File: config.mk
export PLATFORM = sky130hd
export DESIGN_NAME = icu_top
export DESIGN_NICKNAME = d
export VERILOG_FILES = /design/src/logic/icu_pkg.sv /design/src/logic/icu_evt.sv /design/src/logic/icu_fifo.sv /design/src/logic/icu_top.sv
export SDC_FILE = /design/constraint.sdc
export NUM_CORES = 1
export LEC_CHECK = 0
export BUFFER_PORTS_ARGS = -buffer_cell sky130_fd_sc_hd__buf_2
export CORE_ASPECT_RATIO = 0.8
export CORE_MARGIN = 2
export CORE_UTILIZATION = 50
export CTS_CLUSTER_DIAMETER = 120
export DETAILED_ROUTE_END_ITERATION = 10
export GPL_TIMING_DRIVEN = 0
export PLACE_DENSITY = 0.66
export SLEW_MARGIN = 20
export SYNTH_ARGS = -nofsm -noshare
export SYNTH_HDL_FRONTEND = slang
export SYNTH_SLANG_ARGS = --single-unit
export TNS_END_PERCENT = 20
File: constraint.sdc
create_clock -name clk -period 6 [get_ports clk]
set_input_delay 0.3 -clock clk [delete_from_list [all_inputs] [get_ports clk]]
set_output_delay 0.3 -clock clk [all_outputs]
set_load 0.02 [all_outputs]
File: src/logic/icu_pkg.sv
// constants, modes and carrier structs of the input capture unit
// assumes one 100 MHz clock, synchronous active-high reset
//
// Summary of operation
// qualifying event stores selected 16-bit timebase count
// simple modes capture on falling or rising
// both-edges mode captures on every transition
// prescaled modes capture every 4th/16th rise
// each channel selects timebase a or b
// timebases count internal clock or external clock
// up to three independent capture channels
// capture event wakes cpu from sleep/idle
// capture events can raise channel interrupt
// four-entry fifo per channel, read in order
// interrupt after 1, 2, 3 or 4 entries
// channel usable as plain external interrupt
// full fifo drops capture, sticky overflow flag
// status shows unread capture value present
package icu_pkg;

	// -----------------------------------------------------------------
	// sizes
	// -----------------------------------------------------------------
	localparam int DW         = 16;
	localparam int AW         = 8;
	localparam int MAX_CH     = 3;
	localparam int FIFO_DEPTH = 4;
	localparam int PRE4       = 4;
	localparam int PRE16      = 16;

	// -----------------------------------------------------------------
	// register offsets (word index on the plain port)
	// -----------------------------------------------------------------
	localparam logic [AW-1:0] OFF_TMR_CTRL = 8'h00;
	localparam logic [AW-1:0] OFF_TMR_A    = 8'h01;
	localparam logic [AW-1:0] OFF_TMR_B    = 8'h02;
	localparam logic [AW-1:0] OFF_INT_STAT = 8'h03;
	localparam logic [AW-1:0] OFF_INT_MASK = 8'h04;
	localparam logic [AW-1:0] OFF_CH_BASE  = 8'h10;
	localparam logic [AW-1:0] CH_STRIDE    = 8'h04;
	localparam logic [AW-1:0] CH_CTRL      = 8'h00;
	localparam logic [AW-1:0] CH_BUF       = 8'h01;
	localparam logic [AW-1:0] CH_STAT      = 8'h02;

	// interrupt status bit positions, one bit per channel from each
	localparam int INT_LVL_POS = 0;
	localparam int INT_OVF_POS = 4;
	localparam int INT_EXT_POS = 8;

	// reset values
	localparam logic [3:0]    TMR_CTRL_RST = 4'h0;
	localparam logic [DW-1:0] TMR_RST      = 16'h0000;
	localparam logic [DW-1:0] INT_RST      = 16'h0000;
	localparam logic [5:0]    CH_CTRL_RST  = 6'h00;

	// -----------------------------------------------------------------
	// types
	// -----------------------------------------------------------------
	typedef enum logic [2:0] {
		ICU_MODE_OFF    = 3'h0,
		ICU_MODE_BOTH   = 3'h1,
		ICU_MODE_FALL   = 3'h2,
		ICU_MODE_RISE   = 3'h3,
		ICU_MODE_RISE4  = 3'h4,
		ICU_MODE_RISE16 = 3'h5,
		ICU_MODE_EXTINT = 3'h7
	} icu_mode_e;

	typedef struct packed {
		logic [1:0] lvl;      // entries before interrupt, minus one
		logic       tsel;     // 0 timebase_a, 1 timebase_b
		icu_mode_e  mode;
	} icu_ch_cfg_s;

	typedef struct packed {
		logic b_ext;
		logic b_en;
		logic a_ext;
		logic a_en;
	} icu_tmr_cfg_s;

	typedef struct packed {
		logic cap;            // take a capture this cycle
		logic ext;            // plain external interrupt event
	} icu_evt_s;

endpackage

File: src/logic/icu_evt.sv
// edge qualifier and prescaler of one capture channel
// assumes the pin is synchronous to clk
`timescale 1ns/10ps
module icu_evt
(
	input  wire logic              clk,   // system clock
	input  wire logic              rst,   // sync reset
	input  wire logic              pin,   // capture input
	input  icu_pkg::icu_mode_e     mode,  // channel mode
	output icu_pkg::icu_evt_s      evt    // qualified events
);

	typedef struct packed {
		logic       prev;
		logic [3:0] pre;
	} icu_evt_st_s;

	icu_evt_st_s s_q;
	icu_evt_st_s s_d;
	logic        rise;
	logic        fall;

	// edge detect against last sample
	assign rise = pin & ~s_q.prev;
	assign fall = ~pin & s_q.prev;

	// next state and qualified events
	always_comb
	begin
		s_d      = s_q;
		s_d.prev = pin;
		evt      = '0;
		case (mode)
			// every edge
			icu_pkg::ICU_MODE_BOTH:   evt.cap = rise | fall;
			// falling only
			icu_pkg::ICU_MODE_FALL:   evt.cap = fall;
			// rising only
			icu_pkg::ICU_MODE_RISE:   evt.cap = rise;
			// every 4th rise
			icu_pkg::ICU_MODE_RISE4:
			begin
				if (rise)
					s_d.pre = (s_q.pre == 4'(icu_pkg::PRE4 - 1)) ? 4'h0 : s_q.pre + 4'h1;
				evt.cap = rise && (s_q.pre == 4'(icu_pkg::PRE4 - 1));
			end
			// every 16th rise
			icu_pkg::ICU_MODE_RISE16:
			begin
				if (rise)
					s_d.pre = s_q.pre + 4'h1;
				evt.cap = rise && (s_q.pre == 4'(icu_pkg::PRE16 - 1));
			end
			// rising edges only interrupt
			icu_pkg::ICU_MODE_EXTINT: evt.ext = rise;
			default:                  evt = '0;
		endcase
		// prescaler restarts outside the prescaled modes
		if (mode != icu_pkg::ICU_MODE_RISE4 && mode != icu_pkg::ICU_MODE_RISE16)
			s_d.pre = 4'h0;
	end

	// state register
	always_ff @(posedge clk)
	begin
		if (rst)
			s_q <= '0;
		else
			s_q <= s_d;
	end

endmodule

File: src/logic/icu_fifo.sv
// capture fifo with sticky overflow, push dropped when full and not popped in the same cycle
// assumes pop only matters when not empty
`timescale 1ns/10ps
module icu_fifo
#(
	parameter int W     = 16,
	parameter int DEPTH = 4
)
(
	input  wire logic                       clk,      // system clock
	input  wire logic                       rst,      // sync reset
	input  wire logic                       push,     // store request
	input  wire logic [W-1:0]               wdat,     // value to store
	input  wire logic                       pop,      // drop head
	output logic      [W-1:0]               head,     // oldest entry
	output logic      [$clog2(DEPTH+1)-1:0] count,    // entries held
	output logic      [$clog2(DEPTH+1)-1:0] count_nx, // count after this cycle
	output logic                            push_ok,  // push accepted
	output logic                            ovf       // overflow flag
);

	localparam int PW = $clog2(DEPTH);
	localparam int CW = $clog2(DEPTH + 1);

	if (DEPTH < 2 || (1 << PW) != DEPTH)
		$error("icu_fifo depth must be a power of two");

	typedef struct packed {
		logic [DEPTH-1:0][W-1:0] mem;
		logic [PW-1:0]           wp;
		logic [PW-1:0]           rp;
		logic [CW-1:0]           cnt;
		logic                    ovf;
	} icu_fifo_st_s;

	icu_fifo_st_s s_q;
	icu_fifo_st_s s_d;
	logic         do_pop;

	// pointer and count update
	always_comb
	begin
		s_d     = s_q;
		do_pop  = pop && (s_q.cnt != '0);
		push_ok = push && (s_q.cnt != CW'(DEPTH) || do_pop);
		if (push_ok)
		begin
			s_d.mem[s_q.wp] = wdat;
			s_d.wp          = s_q.wp + PW'(1);
		end
		if (do_pop)
			s_d.rp = s_q.rp + PW'(1);
		s_d.cnt = s_q.cnt + CW'(push_ok) - CW'(do_pop);
		// read clears, drop sets, set wins
		if (pop)
			s_d.ovf = 1'b0;
		if (push && !push_ok)
			s_d.ovf = 1'b1;
	end

	// oldest value first
	assign head     = s_q.mem[s_q.rp];
	assign count    = s_q.cnt;
	assign count_nx = s_d.cnt;
	assign ovf      = s_q.ovf;

	// state register
	always_ff @(posedge clk)
	begin
		if (rst)
			s_q <= '0;
		else
			s_q <= s_d;
	end

endmodule

File: src/logic/icu_top.sv
// input capture unit: two timebases, up to three capture channels,
// register port, interrupt and wake-up outputs
// assumes all inputs synchronous to clk and a clock that keeps
// running while the cpu sleeps or idles
`timescale 1ns/10ps
module icu_top
#(
	parameter int NCH = icu_pkg::MAX_CH
)
(
	input  wire logic                       clk,                // 100 MHz clock
	input  wire logic                       rst,                // sync reset
	input  wire logic [icu_pkg::AW-1:0]     addr,               // register index
	input  wire logic [icu_pkg::DW-1:0]     wdata,              // write data
	input  wire logic                       wr_en,              // write strobe
	input  wire logic                       rd_en,              // read strobe
	output logic      [icu_pkg::DW-1:0]     rdata,              // read data, next cycle
	input  wire logic [NCH-1:0]             capture_input_pin,  // one per channel
	input  wire logic                       timebase_a_ext_clk, // external count a
	input  wire logic                       timebase_b_ext_clk, // external count b
	input  wire logic                       cpu_sleep,          // cpu in sleep
	input  wire logic                       cpu_idle,           // cpu in idle
	output logic                            irq,                // level interrupt
	output logic                            wake_req            // wake-up pulse
);

	localparam int DW = icu_pkg::DW;
	localparam int AW = icu_pkg::AW;
	localparam int CW = $clog2(icu_pkg::FIFO_DEPTH + 1);

	// -----------------------------------------------------------------
	// elaboration checks
	// -----------------------------------------------------------------

	// at most three channels
	if (NCH < 1 || NCH > icu_pkg::MAX_CH)
		$error("icu_top channel count out of range");

	// -----------------------------------------------------------------
	// state
	// -----------------------------------------------------------------

	typedef struct packed {
		logic [DW-1:0]                   tmr_a;
		logic [DW-1:0]                   tmr_b;
		icu_pkg::icu_tmr_cfg_s           tcfg;
		logic                            ext_a_prev;
		logic                            ext_b_prev;
		logic [DW-1:0]                   stat;
		logic [DW-1:0]                   mask;
		icu_pkg::icu_ch_cfg_s [NCH-1:0]  ch_cfg;
		logic [DW-1:0]                   rdata;
		logic                            irq;
		logic                            wake;
	} icu_top_st_s;

	icu_top_st_s s_q;
	icu_top_st_s s_d;

	// per-channel wiring
	icu_pkg::icu_evt_s     evt      [NCH];
	logic [DW-1:0]         cap_val  [NCH];
	logic [DW-1:0]         head     [NCH];
	logic [CW-1:0]         cnt      [NCH];
	logic [CW-1:0]         cnt_nx   [NCH];
	logic [NCH-1:0]        push_ok;
	logic [NCH-1:0]        ovf;
	logic [NCH-1:0]        pop;
	logic [NCH-1:0]        dropped;

	// -----------------------------------------------------------------
	// channels
	// -----------------------------------------------------------------

	for (genvar c = 0; c < NCH; c++)
	begin : g_ch

		// event qualification for this channel
		icu_evt u_evt
		(
			.clk  (clk),
			.rst  (rst),
			.pin  (capture_input_pin[c]),
			.mode (s_q.ch_cfg[c].mode),
			.evt  (evt[c])
		);

		// sample only the selected timebase
		assign cap_val[c] = s_q.ch_cfg[c].tsel ? s_q.tmr_b : s_q.tmr_a;

		// capture value into channel fifo
		icu_fifo
		#(
			.W     (DW),
			.DEPTH (icu_pkg::FIFO_DEPTH)
		)
		u_fifo
		(
			.clk      (clk),
			.rst      (rst),
			.push     (evt[c].cap),
			.wdat     (cap_val[c]),
			.pop      (pop[c]),
			.head     (head[c]),
			.count    (cnt[c]),
			.count_nx (cnt_nx[c]),
			.push_ok  (push_ok[c]),
			.ovf      (ovf[c])
		);

		// a capture that the full fifo refused
		assign dropped[c] = evt[c].cap & ~push_ok[c];
	end

	// -----------------------------------------------------------------
	// address decode helpers
	// -----------------------------------------------------------------

	function automatic logic [AW-1:0] ch_addr(input int c, input logic [AW-1:0] reg_off);
		ch_addr = AW'(icu_pkg::OFF_CH_BASE + AW'(c) * icu_pkg::CH_STRIDE + reg_off);
	endfunction

	// buffer reads pop the head entry
	always_comb
	begin
		for (int c = 0; c < NCH; c++)
			pop[c] = rd_en && (addr == ch_addr(c, icu_pkg::CH_BUF));
	end

	// -----------------------------------------------------------------
	// next state
	// -----------------------------------------------------------------

	logic [DW-1:0] set_bits;
	logic [DW-1:0] rd_val;
	logic          any_evt;

	always_comb
	begin
		s_d      = s_q;
		set_bits = '0;
		rd_val   = '0;
		any_evt  = 1'b0;

		// timebase a on internal or external clock
		s_d.ext_a_prev = timebase_a_ext_clk;
		if (s_q.tcfg.a_en)
		begin
			if (!s_q.tcfg.a_ext)
				s_d.tmr_a = s_q.tmr_a + 16'h0001;
			else if (timebase_a_ext_clk && !s_q.ext_a_prev)
				s_d.tmr_a = s_q.tmr_a + 16'h0001;
		end

		// timebase b on internal or external clock
		s_d.ext_b_prev = timebase_b_ext_clk;
		if (s_q.tcfg.b_en)
		begin
			if (!s_q.tcfg.b_ext)
				s_d.tmr_b = s_q.tmr_b + 16'h0001;
			else if (timebase_b_ext_clk && !s_q.ext_b_prev)
				s_d.tmr_b = s_q.tmr_b + 16'h0001;
		end

		// channel events into sticky status bits
		for (int c = 0; c < NCH; c++)
		begin
			// interrupt when fill level reached
			if (push_ok[c] && cnt_nx[c] == CW'({1'b0, s_q.ch_cfg[c].lvl} + 3'h1))
				set_bits[icu_pkg::INT_LVL_POS + c] = 1'b1;
			// refused capture flags overflow
			if (dropped[c])
				set_bits[icu_pkg::INT_OVF_POS + c] = 1'b1;
			// plain external interrupt
			if (evt[c].ext)
				set_bits[icu_pkg::INT_EXT_POS + c] = 1'b1;
			any_evt = any_evt | evt[c].cap | evt[c].ext;
		end

		// register writes
		if (wr_en)
		begin
			case (addr)
				icu_pkg::OFF_TMR_CTRL: s_d.tcfg  = icu_pkg::icu_tmr_cfg_s'(wdata[3:0]);
				icu_pkg::OFF_TMR_A:    s_d.tmr_a = wdata;
				icu_pkg::OFF_TMR_B:    s_d.tmr_b = wdata;
				icu_pkg::OFF_INT_MASK: s_d.mask  = wdata;
				default:               s_d.mask  = s_d.mask;
			endcase
			for (int c = 0; c < NCH; c++)
			begin
				if (addr == ch_addr(c, icu_pkg::CH_CTRL))
					s_d.ch_cfg[c] = icu_pkg::icu_ch_cfg_s'(wdata[5:0]);
			end
		end

		// read mux, unmapped indices read zero
		case (addr)
			icu_pkg::OFF_TMR_CTRL: rd_val = {12'h000, s_q.tcfg};
			icu_pkg::OFF_TMR_A:    rd_val = s_q.tmr_a;
			icu_pkg::OFF_TMR_B:    rd_val = s_q.tmr_b;
			icu_pkg::OFF_INT_STAT: rd_val = s_q.stat;
			icu_pkg::OFF_INT_MASK: rd_val = s_q.mask;
			default:               rd_val = '0;
		endcase
		for (int c = 0; c < NCH; c++)
		begin
			if (addr == ch_addr(c, icu_pkg::CH_CTRL))
				rd_val = {10'h000, s_q.ch_cfg[c]};
			// head entry, popped by this read
			if (addr == ch_addr(c, icu_pkg::CH_BUF))
				rd_val = head[c];
			// not-empty, overflow and fill level
			if (addr == ch_addr(c, icu_pkg::CH_STAT))
				rd_val = {11'h000, cnt[c], ovf[c], (cnt[c] != '0)};
		end
		s_d.rdata = rd_en ? rd_val : '0;

		// status: read clears, a new event in that cycle survives
		if (rd_en && addr == icu_pkg::OFF_INT_STAT)
			s_d.stat = '0;
		s_d.stat = s_d.stat | set_bits;

		// level interrupt from unmasked sticky bits
		s_d.irq = |(s_d.stat & s_d.mask);

		// capture input wakes a sleeping or idle cpu
		s_d.wake = any_evt && (cpu_sleep || cpu_idle);
	end

	// -----------------------------------------------------------------
	// state register
	// -----------------------------------------------------------------

	always_ff @(posedge clk)
	begin
		if (rst)
		begin
			s_q.tmr_a      <= icu_pkg::TMR_RST;
			s_q.tmr_b      <= icu_pkg::TMR_RST;
			s_q.tcfg       <= icu_pkg::icu_tmr_cfg_s'(icu_pkg::TMR_CTRL_RST);
			s_q.ext_a_prev <= 1'b0;
			s_q.ext_b_prev <= 1'b0;
			s_q.stat       <= icu_pkg::INT_RST;
			s_q.mask       <= icu_pkg::INT_RST;
			s_q.ch_cfg     <= {NCH{icu_pkg::icu_ch_cfg_s'(icu_pkg::CH_CTRL_RST)}};
			s_q.rdata      <= '0;
			s_q.irq        <= 1'b0;
			s_q.wake       <= 1'b0;
		end
		else
		begin
			s_q <= s_d;
		end
	end

	// -----------------------------------------------------------------
	// outputs, all from flops
	// -----------------------------------------------------------------

	assign rdata    = s_q.rdata;
	assign irq      = s_q.irq;
	assign wake_req = s_q.wake;

endmodule

# --- Word level (Yosys, flattened, before mapping) ---
# Index checks and enable logic that the tools add are counted.
word_totals:
  wordCells: 306
  register_bits: 337
  out_inout_bits: 18
  in_bits: 35
op_classes:
  n_addsub: 20
  n_mux: 77
  n_eq_ne: 55
  magnitude_cmp: 9
  n_reduce_logical: 63
  bitwise: 29
op_table:
  columns: ["operator", "n"]
  rows:
  - ["16-bit two-way mux", 27]
  - ["64-bit bitwise mux", 3]
  - ["16-bit binary-select mux with 2-bit select", 3]
  - ["16-bit demux with 2-bit select", 3]
  - ["16-bit one-hot mux with 5 select lines", 1]
  - ["8-bit by 5-bit == test with 1-bit output (second input constant)", 9]
  - ["4-bit two-way mux", 10]
  - ["36-bit two-way mux", 1]
  - ["34-bit two-way mux", 1]
  - ["16-bit by 1-bit adder with 16-bit output (second input constant)", 2]
  - ["1-bit logical AND", 31]
  - ["3-bit == test (second input constant)", 9]
  - ["3-bit inequality test (second input constant)", 9]
  - ["4-bit one-hot mux with 2 select lines", 3]
  - ["3-bit by 2-bit == test with 1-bit output (second input constant)", 6]
  - ["2-bit by 3-bit less-than comparator with 1-bit output (second input constant)", 6]
  - ["1-bit two-way mux", 18]
  - ["6-bit two-way mux", 3]
  - ["16-bit AND", 1]
  - ["8-bit by 2-bit == test with 1-bit output (second input constant)", 2]
  - ["16-bit by 11-bit bitwise OR with 16-bit output", 1]
  - ["16-bit OR reduction", 1]
  - ["1-bit one-hot mux with 5 select lines", 3]
  - ["2-bit by 1-bit adder with 2-bit output (second input constant)", 6]
  - ["25 further kinds", 94]

# --- Logic depth before layout (Yosys ltp) ---
depth:
  depth_word: 13
  ltp_mapped: 17
  mapped_depth_nobuf: 16

# --- By module ---
# From an unflattened synthesis, not the netlist that was laid out.
hier_totals:
  cells_unflattened: 1780
  hier_area_um2: 17613.1
by_module_without_submodules:
  columns: ["mod", "cells_each", "instances", "area_each_um2", "seq_area_each_um2"]
  rows:
  - ["icu_fifo (g_ch[0].u_fifo ...)", 300, 2, 3438.3, 1441.4]
  - ["icu_top", 758, 1, 6332.3, 2122.0]
  - ["icu_fifo (g_ch[2].u_fifo)", 299, 1, 3439.5, 1441.4]
  - ["icu_evt", 41, 3, 321.6, 100.1]

# --- Least setup slack after synthesis ---
# OpenSTA, ideal clock, no wires.
synth_path:
  path_kind: "input to register"
  start: "input port addr[5] in the netlist's numbering"
  end: "register, netlist name irq"
  path_stages: 16
  n_path_buf: 1
  t_required_ns: 5.862
  t_arrival_ns: 3.433
  setup_slack_ns: 2.429
  cell_sequence: "or4b_1 buf_2 nor4_4 nand2_1 nor2_1 ha_1 inv_1 ha_1 inv_1 fa_1 xor2_1 xnor2_1 xnor2_1 nor3_1 a311oi_1 a41oi_1"
synth_between:
  elab_chain_cells: 13
  elab_cells_between_ends: 48
  cone_classes: "add/sub: 6; eq/ne: 8; mux: 9; bitwise: 8; reduce/logical: 17"
synth_lines:
  columns: ["item", "line_no", "rtl"]
  rows:
  - ["from (decl)", "icu_top.sv:13", "input wire logic [icu_pkg::AW-1:0] addr,"]
  - ["8-bit by 5-bit == test with 1-bit output (*)", "icu_top.sv:127", "pop[c] = rd_en && (addr == ch_addr(c, icu_pkg::CH_BUF));"]
  - ["1-bit logical AND (*)", "icu_top.sv:127", null]
  - ["1-bit logical AND (*)", "icu_fifo.sv:44", "do_pop = pop && (s_q.cnt != '0);"]
  - ["net g_ch[2].u_fifo.do_pop", "icu_fifo.sv:38", "logic do_pop;"]
  - ["1-bit logical OR", "icu_fifo.sv:45", "push_ok = push && (s_q.cnt != CW'(DEPTH) || do_pop);"]
  - ["1-bit logical AND", "icu_fifo.sv:45", null]
  - ["3-bit by 1-bit adder with 3-bit output", "icu_fifo.sv:53", "s_d.cnt = s_q.cnt + CW'(push_ok) - CW'(do_pop);"]
  - ["3-bit by 1-bit subtractor with 3-bit output", "icu_fifo.sv:53", null]
  - ["3-bit == test", "icu_top.sv:169", "if (push_ok[c] && cnt_nx[c] == CW'({1'b0, s_q.ch_cfg[c].lvl} + 3'h1))"]
  - ["1-bit logical AND", "icu_top.sv:169", null]
  - ["1-bit two-way mux", "icu_top.sv:169", null]
  - ["16-bit by 11-bit bitwise OR with 16-bit output (*)", "icu_top.sv:222", "s_d.stat = s_d.stat | set_bits;"]
  - ["16-bit AND (*)", "icu_top.sv:225", "s_d.irq = |(s_d.stat & s_d.mask);"]
  - ["16-bit OR reduction (*)", "icu_top.sv:225", null]
# The timed path passes the listed nets; every way through them passes the cells marked *.
# A chain may end at the register's enable or synchronous reset.

# --- Worst setup path in the final report ---
layout_path:
  start: "register g_ch[2].u_evt.s_q[4] in the netlist's numbering"
  end: "register, netlist name irq"
layout_between:
  elab_chain_cells: 13
  elab_cells_between_ends: 21
  cone_classes: "add/sub: 2; eq/ne: 1; mux: 5; bitwise: 8; reduce/logical: 5"
layout_lines:
  columns: ["item", "line_no", "rtl"]
  rows:
  - ["from (decl)", "icu_evt.sv:18", "icu_evt_st_s s_q;"]
  - ["from (signal assigned)", "icu_evt.sv:67", "s_q <= '0;"]
  - ["from (signal assigned)", "icu_evt.sv:69", "s_q <= s_d;"]
  - ["1-bit NOT", "icu_evt.sv:24", "assign rise = pin & ~s_q.prev;"]
  - ["1-bit AND", "icu_evt.sv:24", null]
  - ["1-bit bitwise OR, or another cell as far along", "icu_evt.sv:35", "icu_pkg::ICU_MODE_BOTH: evt.cap = rise | fall;"]
  - ["1-bit one-hot mux with 5 select lines (*)", "icu_evt.sv:33", "case (mode)"]
  - ["1-bit logical AND (*)", "icu_fifo.sv:45", null]
  - ["net g_ch[2].u_fifo.push_ok", "icu_fifo.sv:18", "output logic push_ok,"]
  - ["3-bit by 1-bit adder with 3-bit output", "icu_fifo.sv:53", null]
  - ["3-bit by 1-bit subtractor with 3-bit output", "icu_fifo.sv:53", null]
  - ["3-bit == test", "icu_top.sv:169", null]
  - ["1-bit logical AND", "icu_top.sv:169", null]
  - ["1-bit two-way mux", "icu_top.sv:169", null]
  - ["16-bit by 11-bit bitwise OR with 16-bit output (*)", "icu_top.sv:222", null]
  - ["16-bit AND (*)", "icu_top.sv:225", null]
  - ["16-bit OR reduction (*)", "icu_top.sv:225", null]
# Marks and branches as above.

==> flow_metrics.env <==
export IMPL_status="finished clean"
export IMPL_core_area_sq_um=31500
export IMPL_cts_max_path_buffers=3
export IMPL_nNetsFinal=1864
export IMPL_hold_viol_final=0
export IMPL_worstPathMaxFanout=9
export IMPL_cts_sinks=337
export IMPL_synth_seq_area_share=0.421
export IMPL_synthDominantCellAreaShare=0.421
export IMPL_skew_ns=0.0115
export IMPL_synth_cell_types=71
export IMPL_htreeDepth=2
export IMPL_crit_path_end_kind="flop"
export IMPL_die_area_sq_um=33500
export IMPL_worstSetupStartpointType="flop"
export IMPL_ios=53
export IMPL_path_cells="ha_1 -> or3b_1 -> a21o_1 -> a22oi_1 -> nor2b_1 -> buf_4 -> ha_1 -> inv_1 -> fa_1 -> xor2_1 -> xnor2_1 -> xnor2_1 -> nor3_1 -> a311oi_1 -> a41oi_1"
export IMPL_die_w_um=204
export IMPL_grt_pass1_wl_um=79300
export IMPL_yosysMostFrequentCell="dfxtp_1"
export IMPL_clock_fmax_ghz=0.224
export IMPL_clock_latency_ns=0.53
export IMPL_drt_pass1_iter_count=5
export IMPL_crit_type="flop to flop"
export IMPL_timing_final_crit_share=0.746
export IMPL_wire_per_inst_um=23.6
export IMPL_drive_gt1_frac=0.128
export IMPL_placedInstanceArea_sq_um=16800
export IMPL_crit_family="compound AO/OA/AOI/OAI gates"
export IMPL_period_needed_ns=4.47
export IMPL_p_leak_nw=6.05
export IMPL_cts_buffers=36
export IMPL_drv_slew=0
export IMPL_yosysWarnings=0
export IMPL_pwr_density_cell_nw_per_um2=260
export IMPL_root_buffer="clkbuf_16"
export IMPL_vdd_ir_drop_worst_uv=205
export IMPL_async_flop_share=0
export IMPL_critPathRequiredTime_ns=6.41
export IMPL_grt_max_degree=15
export IMPL_seqCellArea_sq_um=6750
export IMPL_syn_area_sq_um=16000
export IMPL_maxSlewHeadroom=0.329
export IMPL_via_per_inst=6.16
export IMPL_gp_congestion=0.995
export IMPL_rsz0062_at_grt="false"
export IMPL_cap_violations=0
export IMPL_utilization=0.571
export IMPL_synthToLayoutAreaGrowth_pct=12.4
export IMPL_p_sw_frac=0.225
export IMPL_cts_tree="built"
export IMPL_cp_startpoint="g_ch[2].u_evt.s_q[4]"
export IMPL_multiInputGateArea_sq_um=8300
export IMPL_critPathBufInv=2
export IMPL_dp_hpwl_um=39500
export IMPL_vias=13800
export IMPL_ys_ff_latch=337
export IMPL_hp_class="input port to flop"
export IMPL_slowest_stage="a22oi_1"
export IMPL_track_usage=0.316
export IMPL_fin_setup_tns_ns=0
export IMPL_p_int_mw=3.62
export IMPL_clk_pin_slew_ns=0.06
export IMPL_comb_power_share=0.030
export IMPL_syn_instance_count=1707
export IMPL_io_buffer_count=47
export IMPL_setup_viol=0
export IMPL_power_switching_mw=1.05
export IMPL_ant_nets=0
export IMPL_fp_dieH_um=164
export IMPL_grt_pass1_vias=12900
export IMPL_antenna_found_initial=2
export IMPL_r2r_start="g_ch[2].u_evt.s_q[4]"
export IMPL_fin_cells=2240
export IMPL_initial_core_util=0.508
export IMPL_synth_ff_type="dfxtp_1"
export IMPL_synthTopCellsByCount="dfxtp_1, nor2_1, a211oi_1"
export IMPL_yosys_top_cells_area="dfxtp_1, a211oi_1, nor2_1"
export IMPL_drt_wl_total_um=52800
export IMPL_tightestPinTransition_ns=1.01
export IMPL_drc=0
export IMPL_synth_area_leader_cell="dfxtp_1"
export IMPL_grt_overflow=0
export IMPL_synth_edf_count=0
export IMPL_hold_start="capture_input_pin[1]"
export IMPL_rows=58
export IMPL_seq_power_share=0.480
export IMPL_crit_arrival_ns=4.88
export IMPL_fillers=2836
export IMPL_synth_nets=1777
export IMPL_stdcell_area_sq_um=18000
export IMPL_drtIter0Drc=1456
export IMPL_cp_slowest_stage_delay_ns=0.58
export IMPL_pwr_share_clk=0.490
export IMPL_dp_cells=2174
export IMPL_syn_area_per_cell_sq_um=9.38
[cell type report]
class                      count  share of cell area
multi-input combinational   1170               0.462
sequential                   337               0.375
clock buffer                  50              0.0581
buffer                       167              0.0463
tap                          420              0.0292
timing repair buffer          49              0.0142
clock inverter                13             0.00849
inverter                      33             0.00689
antenna                        1            0.000139
[sequential cells by signal (all words and copies together) (netlist names)]
| register | flops |
|---|---|
| rdata | 16 |
| s_q | 88 |
| g_ch.u_fifo.s_q | 204 |
| g_ch.u_fifo.count | 9 |
| g_ch.u_evt.s_q | 15 |
| irq | 1 |
| g_ch.u_fifo.ovf | 3 |
| wake_req | 1 |
[metrics by stage]
step	total power [mW]	setup WS, ns	hold WS [ns]
2_1_floorplan	2.36	2.43	0.428
3_3_place_gp	2.43	1.31	0.459
3_5_place_dp	2.43	1.28	0.452
4_1_cts	4.69	1.61	0.0108
5_1_grt	4.79	1.27	0.0462
6_report	4.67	1.53	0.0263
[path summary, 6_finish.rpt]
kind | cells past startpoint | slack, ns | end
worst max-delay path | 15 | 1.53 | irq
worst min-delay path | 3 | 0.03 | g_ch[1].u_evt.s_q[4]
worst max register to register | 15 | 1.53 | irq
worst min register to register | 2 | 0.47 | s_q[63]
[cells by family (layout without fill, tap and decap cells)]
group / after synthesis / count (layout) / share of synthesized area
AOI/OAI and AO/OA: 402 / 402 / 0.184
xor gates and xnor gates: 63 / 63 / 0.0345
adders and majority gates: 35 / 35 / 0.0288
buffers and inverters: 200 / 312 / 0.0597
DFF: 337 / 337 / 0.421
muxes: 130 / 130 / 0.121
other: 0 / 1 / 0
and+or+nand+nor: 540 / 540 / 0.151
[per-layer routing]
metal  part of all wire  global-route usage  vias up  wire length, um
li1                   -                   -     6319                -
met2               0.42               0.464      662            22400
met4              0.033               0.114        0             1760
met1               0.44               0.455     6726            23200
met5                  0                   0        -                0
met3               0.10              0.0712       95             5540
[power by group through the flow]
| stage | sequential (mW) | clock (mW) | combinational, mW |
|---|---|---|---|
| finish | 2.24 | 2.29 | 0.140 |
| global placement | 2.29 | 0 | 0.133 |
| global route | 2.24 | 2.40 | 0.146 |
| detailed placement | 2.29 | 0 | 0.134 |
| CTS | 2.24 | 2.31 | 0.135 |
| floorplan | 2.29 | 0 | 0.0658 |
[repair_timing]
item	CTS	global route
gates resized for setup	0	0
hold buffers	2	0
hold endpoints to repair	2	0
setup buffers	0	0
[tightest hold or removal path, stage by stage]
cell	delay [ns]
buf_2	0.10
inv_1	0.05
nor2_1	0.07
[layout by cell type, fill, tap and decap left out, drive strengths merged, types with 3 or more instances in the layout]
cell type and count:
a21oi 50, a31oi 5, clkbuf 142, mux2i 68, inv 35, a22o 3, o211ai 13, xor2 31
dfxtp 337, xnor2 32, and3 10, nand3b 3, nor2 306, mux4 49, nand4 12, fa 3
mux2 13, o21ai 8, and2 19, nor4b 3, clkinv 6, a21o 6, nand2 75, nand3 33
a211oi 228, nor2b 30, a21boi 3, nor3 28, a222oi 3, nand2b 8, o22ai 7, a22oi 35
a211o 3, a221oi 18, bufinv 3, ha 32, buf 122, a311o 3, o2bb2ai 3
Power figures use the tool's default switching activity.
